<file path="src/logic/dpw_pkg.sv">
// Purpose: Shared constants and types for the dual-port RAM port master.
// Assumes: One 125 MHz clock. Timing figures are those of the 25 ns speed grade.
// Notes:   Times below are held in ns, except SYNC_LAT in cycles; cycle counts are derived from them.
//
// What this block does
// - The array is selected by chip select and a lane low with flag select high; a flag by chip select high and flag select low, held over the whole pulse.
// - The write strobe or chip select stays high whenever the address changes.
// - The master does not drive data while the RAM may still drive its pins.
// - With output enable low the write pulse is the larger of the pulse width and turn-off plus data setup.
// - Write data are held at least the hold time after the end of write.
// - A flag is read back no sooner than the write-to-read time after it was written, the array deselected throughout.
package dpw_pkg;
    localparam int ADDR_W = 13;
    localparam int DATA_W = 16;
    localparam int CLK_NS = 8;

    // --------------------------------------------------------------
    // Timing in ns, synchroniser latency in cycles
    // --------------------------------------------------------------
    localparam int T_WC_NS   = 25;
    localparam int T_EW_NS   = 20;
    localparam int T_WP_NS   = 20;
    localparam int T_WR_NS   = 0;
    localparam int T_DW_NS   = 15;
    localparam int T_DH_NS   = 0;
    localparam int T_WZ_NS   = 15;
    localparam int T_SWRD_NS = 5;
    localparam int T_AA_NS   = 25;
    localparam int SYNC_LAT  = 4;

    function automatic int ns_to_cyc(input int ns);
        int c;
        c = (ns + CLK_NS - 1) / CLK_NS;
        return (c < 1) ? 1 : c;
    endfunction

    function automatic int max_int(input int a, input int b);
        return (a > b) ? a : b;
    endfunction

    // --------------------------------------------------------------
    // Cycle counts
    // --------------------------------------------------------------
    localparam int CYC_PULSE = max_int(max_int(ns_to_cyc(T_WP_NS), ns_to_cyc(T_EW_NS)),
                                       ns_to_cyc(T_WZ_NS + T_DW_NS));
    localparam int CYC_HOLD  = ns_to_cyc(T_DH_NS);
    localparam int CYC_REC   = max_int(ns_to_cyc(T_WR_NS),
                                       ns_to_cyc(T_WC_NS) - CYC_PULSE - 1);
    localparam int CYC_SWRD  = ns_to_cyc(T_SWRD_NS);
    localparam int CYC_READ  = ns_to_cyc(T_AA_NS) + SYNC_LAT;

    localparam logic [1:0] LANES_OFF = 2'h3;

    typedef enum logic [1:0] {
        DPW_ARRAY_WR,
        DPW_ARRAY_RD,
        DPW_FLAG_WR,
        DPW_FLAG_RD
    } dpw_op_e;

    typedef struct packed {
        dpw_op_e             op;
        logic [ADDR_W-1:0]   addr;
        logic [DATA_W-1:0]   data;
        logic [1:0]          lanes;   // Bit 1 upper, bit 0 lower, high = use
    } dpw_cmd_s;

    typedef struct packed {
        logic                valid;
        logic [DATA_W-1:0]   data;
        logic                flag;
    } dpw_rsp_s;

    typedef struct packed {
        logic [ADDR_W-1:0]   addr;
        logic                chip_sel_n;
        logic                upper_lane_select_n;
        logic                lower_lane_select_n;
        logic                rw_n;
        logic                flag_select_n;
        logic                out_en_n;
        logic [DATA_W-1:0]   dq_o;
        logic                dq_oe;
    } dpw_pin_s;
endpackage

</file>
<file path="src/logic/dpw_pin_sync.sv">
// Purpose: Three-stage synchroniser for the RAM data pins.
// Assumes: Pins settle well before they are used.
// Notes:   Output moves only when stages two and three agree.
`timescale 1ns/1ps
`default_nettype none
module dpw_pin_sync #(
    parameter int W = 16
) (
    // Clock and reset
    input  wire logic         clk,
    input  wire logic         rst_n,
    // Data
    input  wire logic [W-1:0] din,
    output var  logic [W-1:0] dout
);
    logic [W-1:0] s1_q, s2_q, s3_q, out_q, out_d;

    always_comb begin
        out_d = (s2_q == s3_q) ? s3_q : out_q;
    end

    always_ff @(posedge clk or negedge rst_n) begin
        if (!rst_n) begin
            s1_q  <= '0;
            s2_q  <= '0;
            s3_q  <= '0;
            out_q <= '0;
        end else begin
            s1_q  <= din;
            s2_q  <= s1_q;
            s3_q  <= s2_q;
            out_q <= out_d;
        end
    end

    assign dout = out_q;
endmodule
`default_nettype wire

</file>
<file path="src/logic/dpw_port_master.sv">
// Purpose: Drives one port of the dual-port RAM for array and flag accesses.
// Assumes: Pins are direct; the RAM is asynchronous; one command at a time.
// Notes:   Output enable stays high on writes so the data pins never fight.
`timescale 1ns/1ps
`default_nettype none
module dpw_port_master
    import dpw_pkg::*;
(
    // Clock and reset
    input  wire logic                  clk,
    input  wire logic                  rst_n,
    // Command side
    input  wire logic                  cmd_valid,
    input  wire dpw_pkg::dpw_cmd_s     cmd,
    output var  logic                  cmd_ready,
    output var  dpw_pkg::dpw_rsp_s     rsp,
    // RAM port pins
    output var  dpw_pkg::dpw_pin_s     pins,
    input  wire logic [DATA_W-1:0]     dq_i
);
    import dpw_pkg::*;

    typedef enum logic [2:0] {
        ST_IDLE,
        ST_SETUP,
        ST_STROBE,
        ST_HOLD,
        ST_RECOV
    } dpw_state_e;

    // The first strobe cycle only lowers the selects, so the counts run one further
    localparam logic [3:0] PULSE_LAST = 4'(CYC_PULSE);
    // A read also waits out the output register behind the synchroniser
    localparam logic [3:0] READ_LAST  = 4'(CYC_READ + 1);
    localparam logic [3:0] HOLD_LAST  = 4'(CYC_HOLD - 1);
    localparam logic [3:0] REC_LAST   = 4'(CYC_REC - 1);
    localparam logic [3:0] SWRD_CNT   = 4'(CYC_SWRD);

    dpw_state_e          state_q, state_d;
    dpw_cmd_s            cur_q, cur_d;
    dpw_pin_s            pins_q, pins_d;
    dpw_rsp_s            rsp_q, rsp_d;
    logic [3:0]          cnt_q, cnt_d;
    logic [3:0]          gap_q, gap_d;
    logic                ready_q, ready_d;
    logic [DATA_W-1:0]   dq_sync;

    dpw_pin_sync #(.W(DATA_W)) u_sync (
        .clk  (clk),
        .rst_n(rst_n),
        .din  (dq_i),
        .dout (dq_sync)
    );

    function automatic logic is_write(input dpw_op_e op);
        return (op == DPW_ARRAY_WR) || (op == DPW_FLAG_WR);
    endfunction

    function automatic logic is_flag(input dpw_op_e op);
        return (op == DPW_FLAG_WR) || (op == DPW_FLAG_RD);
    endfunction

    // --------------------------------------------------------------
    // Sequencer
    // --------------------------------------------------------------
    always_comb begin
        state_d   = state_q;
        cur_d     = cur_q;
        pins_d    = pins_q;
        cnt_d     = cnt_q;
        rsp_d     = rsp_q;
        rsp_d.valid = 1'b0;
        gap_d     = (gap_q != 4'h0) ? gap_q - 4'h1 : 4'h0;
        case (state_q)
            ST_IDLE: begin
                if (cmd_valid && ready_q) begin
                    // Address moves only with every select high
                    cur_d       = cmd;
                    pins_d.addr = cmd.addr;
                    state_d     = ST_SETUP;
                end
            end
            ST_SETUP: begin
                // A flag read waits out the write-to-read time
                if (!(cur_q.op == DPW_FLAG_RD && gap_q != 4'h0)) begin
                    // Strobe falls first so the RAM outputs stay floating
                    pins_d.rw_n     = !is_write(cur_q.op);
                    pins_d.out_en_n = is_write(cur_q.op);
                    pins_d.dq_o     = is_flag(cur_q.op) ? {DATA_W{cur_q.data[0]}} : cur_q.data;
                    // Data driven only while the RAM output enable is high
                    pins_d.dq_oe    = is_write(cur_q.op);
                    cnt_d           = 4'h0;
                    state_d         = ST_STROBE;
                end
            end
            ST_STROBE: begin
                if (is_flag(cur_q.op)) begin
                    // Array kept deselected for the whole flag access
                    pins_d.chip_sel_n          = 1'b1;
                    pins_d.upper_lane_select_n = 1'b1;
                    pins_d.lower_lane_select_n = 1'b1;
                    pins_d.flag_select_n       = 1'b0;
                end else begin
                    pins_d.chip_sel_n          = 1'b0;
                    pins_d.upper_lane_select_n = !cur_q.lanes[1];
                    pins_d.lower_lane_select_n = !cur_q.lanes[0];
                    pins_d.flag_select_n       = 1'b1;
                end
                cnt_d = cnt_q + 4'h1;
                if (is_write(cur_q.op) ? (cnt_q == PULSE_LAST)
                                       : (cnt_q == READ_LAST)) begin
                    pins_d.chip_sel_n          = 1'b1;
                    pins_d.upper_lane_select_n = 1'b1;
                    pins_d.lower_lane_select_n = 1'b1;
                    pins_d.flag_select_n       = 1'b1;
                    pins_d.rw_n                = 1'b1;
                    pins_d.out_en_n            = 1'b1;
                    if (!is_write(cur_q.op)) begin
                        // Every pin carries the flag; bit 0 is taken
                        rsp_d.valid = 1'b1;
                        rsp_d.data  = dq_sync;
                        // A contended flag's winner is only learned from this read back
                        rsp_d.flag  = dq_sync[0];
                    end
                    if (cur_q.op == DPW_FLAG_WR) begin
                        gap_d = SWRD_CNT;
                    end
                    cnt_d   = 4'h0;
                    state_d = ST_HOLD;
                end
            end
            ST_HOLD: begin
                // Data stay on the bus past the end of write
                cnt_d = cnt_q + 4'h1;
                if (cnt_q == HOLD_LAST) begin
                    pins_d.dq_oe = 1'b0;
                    cnt_d        = 4'h0;
                    state_d      = ST_RECOV;
                end
            end
            ST_RECOV: begin
                // Recovery counted from the joint rise of select and strobe
                cnt_d = cnt_q + 4'h1;
                if (cnt_q == REC_LAST) begin
                    cnt_d   = 4'h0;
                    state_d = ST_IDLE;
                end
            end
            default: begin
                state_d = ST_IDLE;
            end
        endcase
        ready_d = (state_d == ST_IDLE) && !(state_q == ST_IDLE && cmd_valid && ready_q);
    end

    always_ff @(posedge clk or negedge rst_n) begin
        if (!rst_n) begin
            state_q <= ST_IDLE;
            cur_q   <= '0;
            pins_q  <= '{addr: '0, chip_sel_n: 1'b1, upper_lane_select_n: 1'b1,
                         lower_lane_select_n: 1'b1, rw_n: 1'b1, flag_select_n: 1'b1,
                         out_en_n: 1'b1, dq_o: '0, dq_oe: 1'b0};
            rsp_q   <= '0;
            cnt_q   <= 4'h0;
            gap_q   <= 4'h0;
            ready_q <= 1'b0;
        end else begin
            state_q <= state_d;
            cur_q   <= cur_d;
            pins_q  <= pins_d;
            rsp_q   <= rsp_d;
            cnt_q   <= cnt_d;
            gap_q   <= gap_d;
            ready_q <= ready_d;
        end
    end

    assign pins      = pins_q;
    assign rsp       = rsp_q;
    assign cmd_ready = ready_q;

    logic       arr_sel, any_sel;
    logic [3:0] low_run_q;
    assign arr_sel = !pins_q.chip_sel_n
                     && !(pins_q.upper_lane_select_n && pins_q.lower_lane_select_n);
    assign any_sel = arr_sel || !pins_q.flag_select_n;

    always_ff @(posedge clk or negedge rst_n) begin
        if (!rst_n) begin
            low_run_q <= 4'h0;
        end else begin
            low_run_q <= (any_sel && !pins_q.rw_n) ? low_run_q + 4'h1 : 4'h0;
        end
    end
endmodule
`default_nettype wire

</file>
<file path="config.mk">
export PLATFORM = sky130hd
export DESIGN_NAME = dpw_port_master
export DESIGN_NICKNAME = d
export VERILOG_FILES = /design/src/logic/dpw_pkg.sv /design/src/logic/dpw_pin_sync.sv /design/src/logic/dpw_port_master.sv
export SDC_FILE = /design/constraint.sdc
export NUM_CORES = 1
export LEC_CHECK = 0
export BUFFER_PORTS_ARGS = -buffer_cell sky130_fd_sc_hd__buf_2
export CORE_ASPECT_RATIO = 2
export CORE_MARGIN = 2
export CORE_UTILIZATION = 25
export DETAILED_ROUTE_END_ITERATION = 6
export HOLD_SLACK_MARGIN = 0.05
export PLACE_DENSITY = 0.49
export SLEW_MARGIN = 10
export SYNTH_ARGS = -nofsm -noshare
export SYNTH_HDL_FRONTEND = slang
export SYNTH_SLANG_ARGS = --single-unit
</file>
<file path="constraint.sdc">
create_clock -name clk -period 3.3 [get_ports clk]
set_input_delay 0.165 -clock clk [delete_from_list [all_inputs] [get_ports clk]]
set_output_delay 0.165 -clock clk [all_outputs]
set_load 0.01 [all_outputs]
</file>
==> results of run 1 <==
-- logic make-up (layout without fill, tap and decap cells) --
family | after synthesis | after routing | synth area share [%]
AOI/OAI and AO/OA | 51 | 51 | 5.54
buffers and inverters | 19 | 198 | 1.70
DFF | 149 | 149 | 68.6
muxes | 67 | 67 | 14.5
adders and majority gates | 2 | 2 | 0.459
and+or+nand+nor | 65 | 65 | 6.66
xor gates and xnor gates | 16 | 16 | 2.57
-- critical path: cells and delay by family, from the launching register on --
family	cells	cell delay [ns]
xor gates and xnor gates	1	0.16
buffers and inverters	1	0.35
DFF	1	0.38
muxes	1	0.28
and+or+nand+nor	2	0.98
-- cells in the final DEF, fill, tap and decap left out, types with 5 or more instances in the layout --
cell	instances
dlygate4sd3_1	50
dfstp_2	6
clkbuf_16	17
dfrtp_1	143
inv_1	5
nand3_1	6
mux2_2	58
clkinv_2	5
buf_2	105
a21oi_1	19
xor2_1	16
nor2_1	9
nand2_1	23
o21ai_0	22
mux2_4	9
-- cell type report --
cell class                 instances  area [um2]
multi-input combinational        201        1620
inverter                           6        22.5
fill                            2157       14100
timing repair buffer             161        1090
clock inverter                    13         156
tap                              273         342
sequential                       149        3740
clock buffer                      18         429
-- state kept, by name, indices dropped and copies added, names as in the netlist --
name         count
cmd_ready        1
cnt_q            4
cur_q           20
gap_q            4
pins            36
rsp             17
state_q          3
u_sync.dout     16
u_sync.s1_q     16
u_sync.s2_q     16
u_sync.s3_q     16
-- worst max-delay path by stage --
stage	end	start	cells past startpoint
finish	u_sync.dout[13]	u_sync.s3_q[13]	5
global route	u_sync.dout[11]	u_sync.s3_q[13]	5
CTS	u_sync.dout[2]	u_sync.s3_q[13]	5
detailed placement	u_sync.dout[2]	u_sync.s3_q[13]	5
global placement	u_sync.dout[12]	u_sync.s3_q[13]	5
floorplan	rsp[10]	cnt_q[0]	6
-- per-layer routing --
layer	global-route usage, %	up-vias	share of wire, %	routed length, um
li1	-	1635	-	-
met1	11.1	1757	39	4500
met2	19.5	78	54	6340
met3	4.12	21	4.6	538
met4	5.79	0	2.6	304
met5	0	-	0	0
-- metrics by stage --
step / cells / power [W] / utilization, % / worst slack (ns) / cell area (um2)
global route: 821 / 0.00628 / 34.4 / 0.953 / 7390
global placement: 740 / 0.00393 / 29.3 / 1.00 / 6300
finish: 821 / 0.00590 / 34.4 / 1.02 / 7390
CTS: 821 / 0.00600 / 34.4 / 0.968 / 7390
floorplan: 369 / 0.00342 / - / 1.28 / 5450
detailed placement: 740 / 0.00398 / 29.3 / 0.967 / 6300
-- power by group --
part	switching (W)	internal (W)	leakage [nW]
Clock	0.000749	0.00118	0.286
Sequential	0.000253	0.00226	1.85
Combinational	0.000775	0.000676	1.40
==> results_dict.tcl, run 1 <==
set metrics [dict create \
    cp-end-kind "register" \
    ant_nets 0 \
    setup_viol 0 \
    slew_headroom_pct 54.6 \
    dr.pass1.iters 4 \
    r2r_slack_ns 1.02 \
    drc_errors 0 \
    rsz0062_at_grt "false" \
    die-area_mm2 0.0231 \
    pin_count 107 \
    gp_congestion 0.723 \
    clock_latency_ns 0.43 \
    fin_nets 590 \
    slowest_delay_ns 0.51 \
    vias_per_cell 4.25 \
    fp.dieH_um 213 \
    worstMarginPinSlew_ns 0.677 \
    antenna_found_initial 0 \
    r2r_cells 5 \
    clock_path_buffers 2 \
    skew_ns 0.00889 \
    totalWireLength_mm 11.7 \
    vias 3491 \
    netlist_area_mm2 0.00545 \
    synth_cell_type_count 42 \
    synthArstFlopShare_pct 100 \
    cp.arrival_ns 2.59 \
    finalCritPeriodShare_pct 69.0 \
    crit_slowest_cell "nor4_1" \
    grt_overflow_total 0 \
    rows 76 \
    p_per_area_mw_per_mm2 798 \
    grt_pass1_vias 3711 \
    cts.sinks 149 \
    synth-seq-cells 149 \
    critical_path_class "reg2reg" \
    htree_num_levels 4 \
    fp.coreArea_mm2 0.0215 \
    syn_area_per_cell_um2 14.8 \
    clk_pin_slew_ns 0.06 \
    critPathMaxFanout 9 \
    root_buffer "clkbuf_16" \
    max_cap_viol_count 0 \
    worstReg2RegEnd "u_sync.dout[13]" \
    tns_ns 0 \
    routedWlPerCell_um 14.2 \
    drtIter0Drc 110 \
    required_ns 3.61 \
    p_leak_nw 3.54 \
    startpoint_type "register" \
    r2r_start "u_sync.s3_q[13]" \
    final.min_clock_period_ns 2.28 \
    hp-class "in2async" \
    max_freq_mhz 439 \
    syn_to_final_growth_pct 35.7 \
    outcome "completed" \
    start_util_pct 25.3 \
    yosysTopAreaCellShare_pct 65.7 \
    yosysMostFrequentCell "dfrtp_1" \
    grtUsageTotal_pct 11.0 \
    grt_max_degree 96 \
    fp.dieW_um 108 \
    postCtsHoldBufs 50 \
    syn_nets 423 \
    n_antenna_cell 0 \
    synth_area_leaders "dfrtp_1, mux2_2, dfstp_2" \
    yosysTopAreaCell "dfrtp_1" \
    ys_warn_count 0 \
    grt_pass1_wl_mm 18.8 \
    synthTopCellsByCount "dfrtp_1, mux2_2, nand2_1" \
    final_layout_size_suffix_gt1_share_pct 40.3 \
    numPortBuffers 106 \
    hold_viol_final 0 \
    crit_path_cell_trace "xor2_1 -> nor4_1 -> nand4_1 -> buf_4 -> mux2_2" \
    synth_cells 369 \
    final_max_slew_viol_count 0 \
    cts_tree "done" \
    holdWs_ns 0.286 \
    synth_flop_cell "dfrtp_1" \
    cts_buffers 17 \
    cts_setup_buffers 0 \
    place_hpwl_mm 8.08 \
    post_cts_resized 0 \
    synth_edf_count 0 \
    peakVddDrop_mv 0.468 \
    ys_seq_area_share_pct 68.6 \
]
(Power assumes the default switching activity.)
==> run 2: changes to the inputs <==
==> constraint.sdc (replaced) <==
create_clock -name clk -period 2.21 [get_ports clk]
set_input_delay 0.1105 -clock clk [delete_from_list [all_inputs] [get_ports clk]]
set_output_delay 0.1105 -clock clk [all_outputs]
set_load 0.01 [all_outputs]
==> results_dict.tcl, run 2 (same netlist as run 1, synthesis figures left out) <==
set metrics [dict create \
    pin_count 107 \
    worstMarginPinSlew_ns 0.734 \
    met2_usage_pct 20.3 \
    root_buffer "clkbuf_16" \
    grt_pass1_wl_mm 19.2 \
    place_hpwl_mm 8.32 \
    worstReg2RegEnd "rsp[2]" \
    p_per_area_mw_per_mm2 1150 \
    slew_headroom_pct 51.1 \
    gp_congestion 0.750 \
    r2r_cells 6 \
    final_max_slew_viol_count 0 \
    final.min_clock_period_ns 2.07 \
    cts_buffers 17 \
    syn_to_final_growth_pct 36.1 \
    hp-class "in2async" \
    rows 76 \
    required_ns 2.52 \
    setup_viol 0 \
    fp.dieW_um 108 \
    largest_reg_flops 36 \
    n_fill_cell 2168 \
    critPathMaxFanout 17 \
    grtUsageTotal_pct 11.1 \
    final_layout_size_suffix_gt1_share_pct 40.7 \
    drtIter0Drc 89 \
    hold_viol_final 0 \
    drc_errors 0 \
    pre_cts_ws_ns 0.0671 \
    switchingPower_w 0.00263 \
    htree_num_levels 4 \
    outcome "completed" \
    r2r_start "cur_q[31]" \
    r2r_slack_ns 0.14 \
    grt_max_degree 49 \
    swShare_pct 30.7 \
    cts.sinks 149 \
    p_int_w 0.00593 \
    rsz0062_at_grt "false" \
    cp.arrival_ns 2.38 \
    start_util_pct 25.3 \
    startpoint_type "register" \
    fin_nets 597 \
    skew_ns 0.00935 \
    p_leak_nw 3.55 \
    tns_ns 0 \
    totalWireLength_mm 11.9 \
    fp.coreArea_mm2 0.0215 \
    p_seq_share_pct 44.0 \
    grt_busiest_layer "met2" \
    max_cap_viol_count 0 \
    critical_path_class "reg2reg" \
    holdWs_ns 0.163 \
    grtUsageMet1_pct 11.0 \
    groute.layer.met3.usage_pct 4.40 \
    layout_setup_ws_ns 0.137 \
    cp-end-kind "register" \
    clock_latency_ns 0.43 \
    numPortBuffers 106 \
    share_comb_of_total_power_pct 25.8 \
    cts_tree "done" \
    peakVddDrop_mv 0.764 \
    die-area_mm2 0.0231 \
    grt_pass1_vias 3800 \
    max_freq_mhz 482 \
    mostFrequentLayoutCell "dfrtp_1" \
    fp.dieH_um 213 \
    clock_path_buffers 2 \
    clk_pin_slew_ns 0.06 \
    routedWlPerCell_um 14.3 \
    grt_overflow_total 0 \
    ant_nets 0 \
    dr.pass1.iters 6 \
    antenna_found_initial 0 \
    clock_power_share_pct 30.2 \
    vias_per_cell 4.20 \
    vias 3474 \
    n_antenna_cell 0 \
    finalCritPeriodShare_pct 93.8 \
    most-common-layout-cells "dfrtp_1, buf_2, mux2_2" \
]
-- run 2: per-stage QoR --
step | util, % | area, um2 | power, W | cells
floorplan | - | 5450 | 0.00510 | 369
global placement | 29.6 | 6360 | 0.00589 | 746
detailed placement | 29.6 | 6360 | 0.00599 | 746
CTS | 34.4 | 7390 | 0.00871 | 827
global route | 34.5 | 7410 | 0.00913 | 828
finish | 34.5 | 7410 | 0.00856 | 828
-- run 2: layout make-up --
| class | instances | area [um2] | area share, % |
|---|---|---|---|
| Clock buffer | 23 | 478 | 6.45 |
| Clock inverter | 8 | 52.6 | 0.709 |
| Inverter | 6 | 22.5 | 0.304 |
| Multi-Input combinational cell | 201 | 1620 | 21.8 |
| Sequential cell | 149 | 3740 | 50.4 |
| Tap cell | 273 | 342 | 4.61 |
| Timing Repair Buffer | 168 | 1160 | 15.7 |
-- run 2: power by group through the flow --
stage	Sequential, W	Combinational, W	Clock, W
3_3_place_gp	0.00377	0.00212	0
3_5_place_dp	0.00381	0.00218	0
4_1_cts	0.00377	0.00225	0.00269
2_1_floorplan	0.00388	0.00123	0
5_1_grt	0.00386	0.00245	0.00282
6_report	0.00377	0.00221	0.00258
-- run 2: how the worst max path moves through the flow --
stage               end  slack, ns       from  cells past startpoint
2_1_floorplan   rsp[10]       0.19   cnt_q[0]                      6
3_3_place_gp     rsp[2]       0.13  cur_q[31]                      5
3_5_place_dp     rsp[2]       0.07   cnt_q[0]                      5
4_1_cts          rsp[2]       0.06  cur_q[31]                      5
5_1_grt        cnt_q[2]       0.02   gap_q[0]                      5
6_report         rsp[2]       0.14  cur_q[31]                      6
-- run 2: timing repair --
action,CTS,global route
hold buffers,50,0
buffers inserted,0,1
setup endpoints to repair,0,2
hold endpoints to repair,139,0
gates resized for setup,0,0
-- run 2: routing by layer --
metal,routed length (um),up-vias,part of all wire (%)
met4,231,0,1.9
met1,4410,1750,37
met5,0,-,0
met2,6630,81,56
met3,594,15,5.0
li1,-,1628,-
-- run 2: critical path, stage by stage, from the launching register on --
cell	delay [ns]
dfrtp_1	0.44
or4b_4	0.56
a21oi_4	0.20
nand2_4	0.11
nor2_8	0.12
buf_12	0.17
mux2_2	0.35
